--- src/design/uope_pkg.sv ---
// Package with register map, field positions and timing constants.
package uope_pkg;

    // ------------------------------------------------------------------
    // Register word offsets (byte addresses).
    // ------------------------------------------------------------------
    localparam logic [7:0] ADDR_OTG_IRQ_ENABLE  = 8'h00; // Enables.
    localparam logic [7:0] ADDR_OTG_LINE_STATUS = 8'h04; // Line status.
    localparam logic [7:0] ADDR_OTG_PIN_CONTROL = 8'h08; // Pin control.
    localparam logic [7:0] ADDR_POWER_CONTROL   = 8'h0C; // Power control.
    localparam logic [7:0] ADDR_EVENT_FLAGS     = 8'h10; // Event flags.
    localparam logic [7:0] ADDR_EVENT_ENABLE    = 8'h14; // Flag enables.
    localparam logic [7:0] ADDR_ERROR_ENABLE    = 8'h18; // Error enables.

    // ------------------------------------------------------------------
    // Field positions.
    // ------------------------------------------------------------------
    localparam int OTGIE_UNUSED_BIT = 1;  // Unused enable bit.
    localparam int STAT_ID_BIT      = 7;  // Cable type.
    localparam int STAT_LINE_BIT    = 5;  // Line stable.
    localparam int STAT_SESVLD_BIT  = 3;  // Session valid.
    localparam int STAT_SESSION_END_STATUS_BIT  = 2;  // Session end.
    localparam int STAT_AVBUS_BIT   = 0;  // A-device bus power valid.
    localparam int PIN_SW_CTRL_BIT  = 2;  // Pull software control.
    localparam int PWR_PEND_BIT     = 7;  // Activity pending.
    localparam int PWR_GUARD_BIT    = 4;  // Sleep entry guard.
    localparam int PWR_BUSY_BIT     = 3;  // Module busy.
    localparam int PWR_SUSP_BIT     = 1;  // Suspend request.
    localparam int PWR_ON_BIT       = 0;  // Module power on.
    localparam int FLAG_ERR_BIT     = 1;  // Error summary flag.

    // Writable masks and reset values.
    localparam logic [7:0] OTGIE_WMASK = 8'hFD; // Bit 1 unused.
    localparam logic [7:0] PWR_WMASK   = 8'h13; // Guard, suspend, on.
    localparam logic [7:0] FLAG_WMASK  = 8'hFD; // Error flag read-only.
    localparam logic [7:0] RESET_BYTE  = 8'h00; // All registers reset.

    // ------------------------------------------------------------------
    // Timing.
    // ------------------------------------------------------------------
    localparam int CLK_HZ        = 10_000_000; // System clock rate.
    localparam int LINE_STABLE_US = 1000;      // 1 ms.
    localparam int ATTACH_NS     = 2500;       // 2.5 us.
    localparam int IDLE_US       = 3000;       // 3 ms.
    localparam int BUSY_CYCLES   = 4;          // Shut-down settle time.
    // Least times round up.
    localparam int LINE_STABLE_CYC =
        (LINE_STABLE_US * (CLK_HZ / 1_000_000));
    localparam int ATTACH_CYC = (ATTACH_NS * (CLK_HZ / 1_000_000) + 999)
        / 1000;
    localparam int IDLE_CYC = IDLE_US * (CLK_HZ / 1_000_000);
    localparam int CNT_W = 16; // Counter width.

endpackage

--- src/design/uope_regs.sv ---
// USB OTG power, pin control and event flag register block.
`timescale 1ns/1ns

module uope_regs #(
    parameter int LINE_STABLE_CYCLES = uope_pkg::LINE_STABLE_CYC, // 1 ms
    parameter int IDLE_CYCLES        = uope_pkg::IDLE_CYC         // 3 ms
) (
    input  wire logic       clk_sys_i,        // System clock, 10 MHz.
    input  wire logic       sys_rst_i,        // Async reset, high.
    input  wire logic [7:0] reg_addr_i,       // Register byte address.
    input  wire logic [31:0] reg_wdata_i,     // Write data.
    input  wire logic       reg_wr_i,         // Write strobe.
    input  wire logic       reg_rd_i,         // Read strobe.
    output logic      [31:0] reg_rdata_o,     // Read data, next cycle.
    input  wire logic       host_mode_i,      // 1 host, 0 device.
    input  wire logic       id_pin_i,         // Cable ID pin.
    input  wire logic       se0_i,            // Line in single-ended 0.
    input  wire logic       j_line_state_i,   // Line in J state.
    input  wire logic       k_line_state_i,   // Line in K state.
    input  wire logic       session_valid_i,  // Comparator output.
    input  wire logic       session_end_i,    // Comparator output.
    input  wire logic       a_vbus_valid_i,   // Comparator output.
    input  wire logic       bus_activity_i,   // Wake activity seen.
    input  wire logic [3:0] hw_pull_i,        // Hardware pull requests.
    input  wire logic       stall_evt_i,      // Stall sent/received.
    input  wire logic       token_done_evt_i, // Token finished.
    input  wire logic       sof_evt_i,        // SOF or threshold.
    input  wire logic       bus_reset_evt_i,  // Valid bus reset.
    input  wire logic       detach_evt_i,     // Peripheral detached.
    input  wire logic [7:0] error_flags_i,    // Individual error flags.
    input  wire logic       core_active_i,    // Core still running.
    output logic       [3:0] pull_en_o,       // D+ up, D- up, D+ dn, D- dn.
    output logic            bus_power_on_o,   // Drive bus power.
    output logic            bus_charge_o,     // Charge bus power.
    output logic            bus_discharge_o,  // Discharge bus power.
    output logic            usb_clk_en_o,     // 48 MHz clock gate.
    output logic            xcvr_low_power_o, // Transceiver low power.
    output logic            module_enable_o,  // Core and pins enabled.
    output logic            status_pop_o,     // Advance status FIFO.
    output logic            sleep_block_o,    // Blocks sleep entry.
    output logic            usb_irq_o         // Combined interrupt.
);
    import uope_pkg::*;

    // ------------------------------------------------------------------
    // State.
    // ------------------------------------------------------------------
    typedef struct packed {
        logic [31:0]      rdata;       // Read data register.
        logic [7:0]       otg_ie;      // OTG enables.
        logic [7:0]       pin_ctl;     // Pin control.
        logic [7:0]       pwr;         // Writable power bits.
        logic [7:0]       flags;       // Event flags (bit 1 unused).
        logic [7:0]       flag_ie;     // Event flag enables.
        logic [7:0]       err_ie;      // Error enables.
        logic             busy;        // Module busy.
        logic [2:0]       busy_cnt;    // Shut-down settle count.
        logic             pending;     // Activity pending.
        logic             line_stable; // Line stable 1 ms.
        logic [1:0]       line_prev;   // Previous SE0 and J.
        logic [CNT_W-1:0] line_cnt;    // Stable time count.
        logic [CNT_W-1:0] attach_cnt;  // Non-SE0 time count.
        logic [CNT_W-1:0] resume_cnt;  // K-state time count.
        logic [CNT_W-1:0] idle_cnt;    // Idle time count.
        logic             pop;         // FIFO advance pulse.
    } uope_state_s;

    // Two-flop synchronisers for pin-side inputs.
    logic [7:0] sync1;   // First stage.
    logic [7:0] sync2;   // Second stage.
    uope_state_s st;     // Registered state.
    uope_state_s next_st; // Next state.

    // Saturating counter increment used by all up-counting timers.
    function automatic logic [CNT_W-1:0] sat_inc(
        input logic [CNT_W-1:0] v
    );
        sat_inc = (&v) ? v : v + {{(CNT_W-1){1'b0}}, 1'b1};
    endfunction

    // ------------------------------------------------------------------
    // Input synchronisers.
    // ------------------------------------------------------------------
    // Pin levels come from the analog side, so each crosses two flops.
    always_ff @(posedge clk_sys_i or posedge sys_rst_i) begin
        if (sys_rst_i) begin
            sync1 <= 8'h00;
            sync2 <= 8'h00;
        end else begin
            sync1 <= {id_pin_i, se0_i, j_line_state_i, k_line_state_i,
                      session_valid_i, session_end_i, a_vbus_valid_i,
                      bus_activity_i};
            sync2 <= sync1;
        end
    end

    logic s_id;     // Synchronised ID pin.
    logic s_se0;    // Synchronised SE0.
    logic s_j;      // Synchronised J state.
    logic s_k;      // Synchronised K state.
    logic s_sesv;   // Synchronised session valid.
    logic s_sese;   // Synchronised session end.
    logic s_avbus;  // Synchronised A-device valid.
    logic s_act;    // Synchronised activity.
    assign {s_id, s_se0, s_j, s_k, s_sesv, s_sese, s_avbus, s_act} =
        sync2;

    // Decoded write strobe, error and power levels.
    logic wr_flags;  // Write to event flags.
    assign wr_flags = reg_wr_i && (reg_addr_i == ADDR_EVENT_FLAGS);
    logic err_any;   // Enabled error present.
    assign err_any = |(error_flags_i & st.err_ie);
    logic pwr_on;    // Module powered.
    assign pwr_on = st.pwr[PWR_ON_BIT];

    // ------------------------------------------------------------------
    // Next-state logic.
    // ------------------------------------------------------------------
    always_comb begin
        logic [7:0] set_v;   // Hardware set vector.
        logic [7:0] clr_v;   // Software clear vector.
        set_v = 8'h00;
        clr_v = 8'h00;
        next_st = st;
        next_st.pop = 1'b0;

        // Register writes.
        if (reg_wr_i) begin
            unique case (reg_addr_i)
                ADDR_OTG_IRQ_ENABLE:
                    next_st.otg_ie = reg_wdata_i[7:0] & OTGIE_WMASK;
                ADDR_OTG_PIN_CONTROL:
                    next_st.pin_ctl = reg_wdata_i[7:0];
                ADDR_POWER_CONTROL:
                    next_st.pwr = reg_wdata_i[7:0] & PWR_WMASK;
                ADDR_EVENT_ENABLE:
                    next_st.flag_ie = reg_wdata_i[7:0];
                ADDR_ERROR_ENABLE:
                    next_st.err_ie = reg_wdata_i[7:0];
                default: begin
                    // Other addresses, including flags, store nothing here.
                end
            endcase
        end

        // Line stability timer restarts on any SE0 or J change.
        if ({s_se0, s_j} != st.line_prev) begin
            next_st.line_cnt = '0;
            next_st.line_stable = 1'b0;
        end else begin
            next_st.line_cnt = sat_inc(st.line_cnt);
            if (st.line_cnt >= CNT_W'(LINE_STABLE_CYCLES - 1)) begin
                next_st.line_stable = 1'b1;
            end
        end
        next_st.line_prev = {s_se0, s_j};

        // Attach and resume timers count while their condition holds.
        next_st.attach_cnt = (!s_se0) ? sat_inc(st.attach_cnt) : '0;
        next_st.resume_cnt = s_k ? sat_inc(st.resume_cnt) : '0;
        next_st.idle_cnt = (s_j && !s_se0) ? sat_inc(st.idle_cnt) : '0;

        // Events only count when the module is powered.
        if (pwr_on) begin
            set_v[7] = stall_evt_i;
            set_v[6] = host_mode_i &&
                (st.attach_cnt == CNT_W'(ATTACH_CYC - 1));
            set_v[5] = (st.resume_cnt == CNT_W'(ATTACH_CYC - 1));
            set_v[4] = (st.idle_cnt == CNT_W'(IDLE_CYCLES - 1));
            set_v[3] = token_done_evt_i;
            set_v[2] = sof_evt_i;
            set_v[0] = host_mode_i ? detach_evt_i
                                   : bus_reset_evt_i;
        end

        // Write one clears; a same-cycle set wins.
        if (wr_flags) begin
            clr_v = reg_wdata_i[7:0] & FLAG_WMASK;
        end
        next_st.flags = ((st.flags & ~clr_v) | set_v) & FLAG_WMASK;
        // Clearing a set token flag pops one status entry.
        next_st.pop = clr_v[3] && st.flags[3];

        // Activity stays pending until a cycle with the interrupt line high and no activity seen while powered and suspended.
        if (s_act && pwr_on && !st.pwr[PWR_SUSP_BIT] && usb_irq_o) begin
            next_st.pending = 1'b0;
        end else if (s_act && pwr_on) begin
            next_st.pending = 1'b1;
        end else if (usb_irq_o) begin
            next_st.pending = 1'b0;
        end

        // Busy stays up for a settle time after power is removed and the core goes idle.
        if (pwr_on || core_active_i) begin
            next_st.busy = 1'b1;
            next_st.busy_cnt = 3'(BUSY_CYCLES);
        end else if (st.busy_cnt != 3'h0) begin
            next_st.busy_cnt = st.busy_cnt - 3'h1;
        end else begin
            next_st.busy = 1'b0;
        end

        // Read data stands one cycle after the strobe.
        next_st.rdata = 32'h0000_0000;
        if (reg_rd_i) begin
            unique case (reg_addr_i)
                ADDR_OTG_IRQ_ENABLE: next_st.rdata[7:0] = st.otg_ie;
                ADDR_OTG_LINE_STATUS: begin
                    next_st.rdata[STAT_ID_BIT] = s_id;
                    next_st.rdata[STAT_LINE_BIT] = st.line_stable;
                    next_st.rdata[STAT_SESVLD_BIT] = s_sesv;
                    next_st.rdata[STAT_SESSION_END_STATUS_BIT] = s_sese;
                    next_st.rdata[STAT_AVBUS_BIT] = s_avbus;
                end
                ADDR_OTG_PIN_CONTROL: next_st.rdata[7:0] = st.pin_ctl;
                ADDR_POWER_CONTROL: begin
                    next_st.rdata[7:0] = st.pwr;
                    next_st.rdata[PWR_PEND_BIT] = st.pending;
                    next_st.rdata[PWR_BUSY_BIT] = st.busy;
                end
                ADDR_EVENT_FLAGS: begin
                    next_st.rdata[7:0] = st.flags;
                    next_st.rdata[FLAG_ERR_BIT] = err_any;
                end
                ADDR_EVENT_ENABLE: next_st.rdata[7:0] = st.flag_ie;
                ADDR_ERROR_ENABLE: next_st.rdata[7:0] = st.err_ie;
                default: next_st.rdata = 32'h0000_0000;
            endcase
        end
    end

    // ------------------------------------------------------------------
    // State register.
    // ------------------------------------------------------------------
    always_ff @(posedge clk_sys_i or posedge sys_rst_i) begin
        if (sys_rst_i) begin
            st <= '0;
        end else begin
            st <= next_st;
        end
    end

    // ------------------------------------------------------------------
    // Outputs.
    // ------------------------------------------------------------------
    // Pull ownership: all off with the module; software field when enabled, hardware otherwise.
    always_comb begin
        if (!pwr_on) begin
            pull_en_o = 4'h0;
        end else if (st.pin_ctl[PIN_SW_CTRL_BIT]) begin
            pull_en_o = st.pin_ctl[7:4];
        end else begin
            pull_en_o = hw_pull_i;
        end
    end

    // Bus power drives follow their bits, held off with the module.
    assign bus_power_on_o  = pwr_on && st.pin_ctl[3];
    assign bus_charge_o    = pwr_on && st.pin_ctl[1];
    assign bus_discharge_o = pwr_on && st.pin_ctl[0];

    // Suspend or power-off stops the USB clock.
    assign usb_clk_en_o = pwr_on && !st.pwr[PWR_SUSP_BIT];
    assign xcvr_low_power_o = !pwr_on || st.pwr[PWR_SUSP_BIT];
    assign module_enable_o = pwr_on;
    assign status_pop_o = st.pop;
    assign reg_rdata_o = st.rdata;

    // The guard blocks sleep only while set.
    assign sleep_block_o = st.pwr[PWR_GUARD_BIT] &&
        (s_act || st.pending);

    // Combined interrupt; the error term needs both its error enables and flag enable bit 1.
    always_comb begin
        logic [7:0] eff;  // Effective flags.
        eff = st.flags;
        eff[FLAG_ERR_BIT] = err_any;
        usb_irq_o = |(eff & st.flag_ie);
    end

endmodule

--- config.mk ---
export PLATFORM = sky130hd
export DESIGN_NAME = uope_regs
export DESIGN_NICKNAME = d
export VERILOG_FILES = /design/src/design/uope_pkg.sv /design/src/design/uope_regs.sv
export SDC_FILE = /design/constraint.sdc
export NUM_CORES = 1
export LEC_CHECK = 0
export ABC_CLOCK_PERIOD_IN_PS = 12400
export BUFFER_PORTS_ARGS = -buffer_cell sky130_fd_sc_hd__buf_2
export CAP_MARGIN = 20
export CORE_UTILIZATION = 55
export DETAILED_ROUTE_END_ITERATION = 8
export PLACE_DENSITY_LB_ADDON = 0.05
export RECOVER_POWER = 25
export SYNTH_ARGS = -nofsm -noshare
export SYNTH_HDL_FRONTEND = slang
export SYNTH_SLANG_ARGS = --single-unit
--- constraint.sdc ---
create_clock -name clk_sys_i -period 12.4 [get_ports clk_sys_i]
set_input_delay 1.86 -clock clk_sys_i [delete_from_list [all_inputs] [get_ports clk_sys_i]]
set_output_delay 1.86 -clock clk_sys_i [all_outputs]
set_load 0.02 [all_outputs]
==> flow_summary.json <==
{
  "avgSynthCellArea_um2": 10.5,
  "synth_enable_flop_cells": 0,
  "critical_path_required_ns": 10.54,
  "fin_crit_sh": 0.369,
  "crit_top_cell": "buf_2",
  "mostFrequentLayoutCells": "dfrtp_1 (138), buf_2 (66), mux2_2 (40), a21oi_1 (40), nor2_1 (39)",
  "synth-simple-area-share": 0.206,
  "clk_latency_ns": 0.42,
  "wl_per_cell_um": 17.1,
  "register_area_um2": 3450,
  "finalSetupTns_ns": 0,
  "initial_core_util": 0.565,
  "rsz0062_at_grt": "no",
  "cp_max_fo": 2,
  "drive_gt1_frac": 0.206,
  "switching_share": 0.238,
  "dp_hpwl_mm": 10.6,
  "hold_viol": 0,
  "vias": 5506,
  "multiInputGateArea_um2": 3340,
  "antenna_left": 0,
  "die_area_um2": 13400,
  "cts_resized": 0,
  "yosysSeqAreaShare": 0.484,
  "worst_pin_slew_ns": 3.42,
  "cts_max_path_buffers": 2,
  "cts_tree": "yes",
  "rows": 41,
  "fmax_mhz": 219,
  "gr-total-overflow": 0,
  "critPathArrivalTime_ns": 2.71,
  "critPathCaptureType": "output pin",
  "h-tree-depth": 4,
  "async_flop_share": 1.00,
  "hp-class": "flip-flop to flip-flop",
  "skew_ns": 0.00621,
  "violations": "capacitance limit, slew limit",
  "clk_pin_slew_ns": 0.06,
  "synth_top_family_by_area": "simple AND/OR/NAND/NOR gates",
  "powerDensity_nw_per_um2": 137,
  "gp_congestion": 0.871,
  "seqPwrFrac": 0.449,
  "syn-instance-count": 682,
  "finalSetupViolations": 0,
  "grt_pass1_vias": 5173,
  "drc_errors": 0,
  "totalWireLength_mm": 15.8,
  "power.internal_w": 0.000840,
  "netSwitchingPower_w": 0.000262,
  "n_antenna_cell": 0,
  "ys_ff_latch": 138,
  "die_w_um": 116,
  "synth_xor_area_frac": 0.0172,
  "first_pass_iters": 5,
  "peakVddDrop_mv": 0.100,
  "die_h_um": 116,
  "relSlewSlack": -1.29,
  "vias_per_cell": 5.96,
  "p_clk_frac": 0.468,
  "area_growth_pct": 12.6,
  "status": "finished with violations",
  "grt_max_degree": 79,
  "start_kind": "input pin",
  "holdBufCountCts": 0,
  "ys_dominant_reg_cell": "dfrtp_1",
  "yosys-mux-area-fraction": 0.0828,
  "cts_root_buf": "clkbuf_16",
  "synth_compound_area_frac": 0.139,
  "ios": 116,
  "synthAdderAreaFrac": 0.0140,
  "min_period_ns": 4.57,
  "cts_setup_buffers": 0,
  "critPathSlowestCell": "a21o_1",
  "path_class": "input pin to output pin",
  "antenna_found_initial": 0,
  "worstPathCellList": "buf_2 -> a22oi_1 -> nand4_1 -> a21o_1 -> buf_2",
  "p_leak_nw": 3.49,
  "placed_cells_incl_taps": 893,
  "grt_pass1_wl_mm": 25.6,
  "drtIter0Drc": 374,
  "cts_inserted_buffers": 17,
  "cts_sinks": 138,
  "final_common_cell": "dfrtp_1",
  "grt_use_total": 0.249,
  "drv_slew": 79,
  "synth_cell_type_count": 71,
  "comb_power_share": 0.083,
  "instances_no_fill": 924,
  "io_buffers": 67,
  "slowest_delay_ns": 0.24,
  "cap_violations": 1,
  "synth_warnings": 0,
  "syn-cell-area_um2": 7140,
  "coreArea_um2": 12600,
  "fillers": 1047,
  "hold-path-cell-count": 0,
  "reg2regPathDepth": 5,
  "fin_nets": 819
}
## worst paths after layout
kind                               startpoint  slack [ns]                  endpoint
setup / recovery             error_flags_i[6]        7.83                 usb_irq_o
hold / removal             sync1[5]$_DFF_PP0_        0.34        sync2[5]$_DFF_PP0_
setup reg to reg           st[18]$_DFFE_PP0P_        9.81        st[24]$_DFFE_PP0P_
hold reg to reg            sync1[5]$_DFF_PP0_        0.34        sync2[5]$_DFF_PP0_
max in group asynchronous           sys_rst_i        8.06  reg_rdata_o[1]$_DFF_PP0_
min in group asynchronous           sys_rst_i        2.45        st[57]$_DFFE_PP0P_
## state kept, by name, summed over array words and instances, names as in the netlist
signal / cells
module_enable_o: 1
reg_rdata_o: 8
st: 112
status_pop_o: 1
sync1: 8
sync2: 8
## synthesized netlist by cell type (all sizes together), types with 10 or more instances
cell,instances,area (µm²)
nor2,39,146
or3,21,133
inv,19,71.3
or4,11,82.6
o21ai,27,135
buf,40,284
dfrtp,138,3450
nor3,21,110
clkbuf,14,55.1
nand3,33,170
a21oi,40,200
and3,10,62.6
mux2i,14,140
nor4,11,105
o41ai,12,105
nand2,32,120
nand4,26,169
mux2,40,450
## layer usage
| layer | up-vias | global-route usage | share of wire |
|---|---|---|---|
| li1 | 2637 | - | - |
| met1 | 2706 | 0.337 | 0.46 |
| met2 | 144 | 0.388 | 0.49 |
| met3 | 19 | 0.0612 | 0.042 |
| met4 | 0 | 0.0983 | 0.017 |
| met5 | - | 0 | 0 |
## cell families after synthesis
logic type | Yosys count
AO/OA/AOI/OAI | 147
other | 1
buffers and inverters | 73
flip-flops | 138
AND/OR/NAND/NOR | 247
XOR/XNOR | 14
adder cells (fa/ha/maj) | 8
multiplexers | 54
## worst max-delay path: cells and delay by family
family | cells | cell delay [ns]
AOI/OAI and AO/OA | 2 | 0.41
and+or+nand+nor | 1 | 0.18
buffers and inverters | 2 | 0.26
## stage by stage
| stage | setup WS (ns) | utilization | hold slack, ns | total power [W] | cell area, µm² |
|---|---|---|---|---|---|
| global route | 7.36 | 0.637 | 0.360 | 0.00115 | 8040 |
| detailed placement | 7.84 | 0.591 | 0.336 | 0.000595 | 7460 |
| global placement | 7.84 | 0.591 | 0.334 | 0.000590 | 7460 |
| CTS | 7.83 | 0.638 | 0.347 | 0.00111 | 8060 |
| finish | 7.83 | 0.637 | 0.345 | 0.00110 | 8040 |
| floorplan | 6.84 | - | 0.331 | 0.000568 | 7220 |
## area by class of cell
cell class | instances | area share
clock buffers | 23 | 0.0595
clock inverters | 8 | 0.0146
inverters | 19 | 0.00903
multi-input cells | 494 | 0.416
flip-flops and latches | 138 | 0.430
well taps | 172 | 0.0268
repair buffers | 70 | 0.0444
## power by group through the flow
stage | sequential (W) | combinational, W | clock (W)
final | 0.000495 | 0.0000919 | 0.000516
after global routing | 0.000498 | 0.000105 | 0.000545
after CTS | 0.000495 | 0.0000937 | 0.000524
after detailed placement | 0.000502 | 0.0000921 | 0
after global placement | 0.000502 | 0.0000884 | 0
after floorplan | 0.000494 | 0.0000746 | 0
Note: power is estimated with default switching activity, not from simulation.
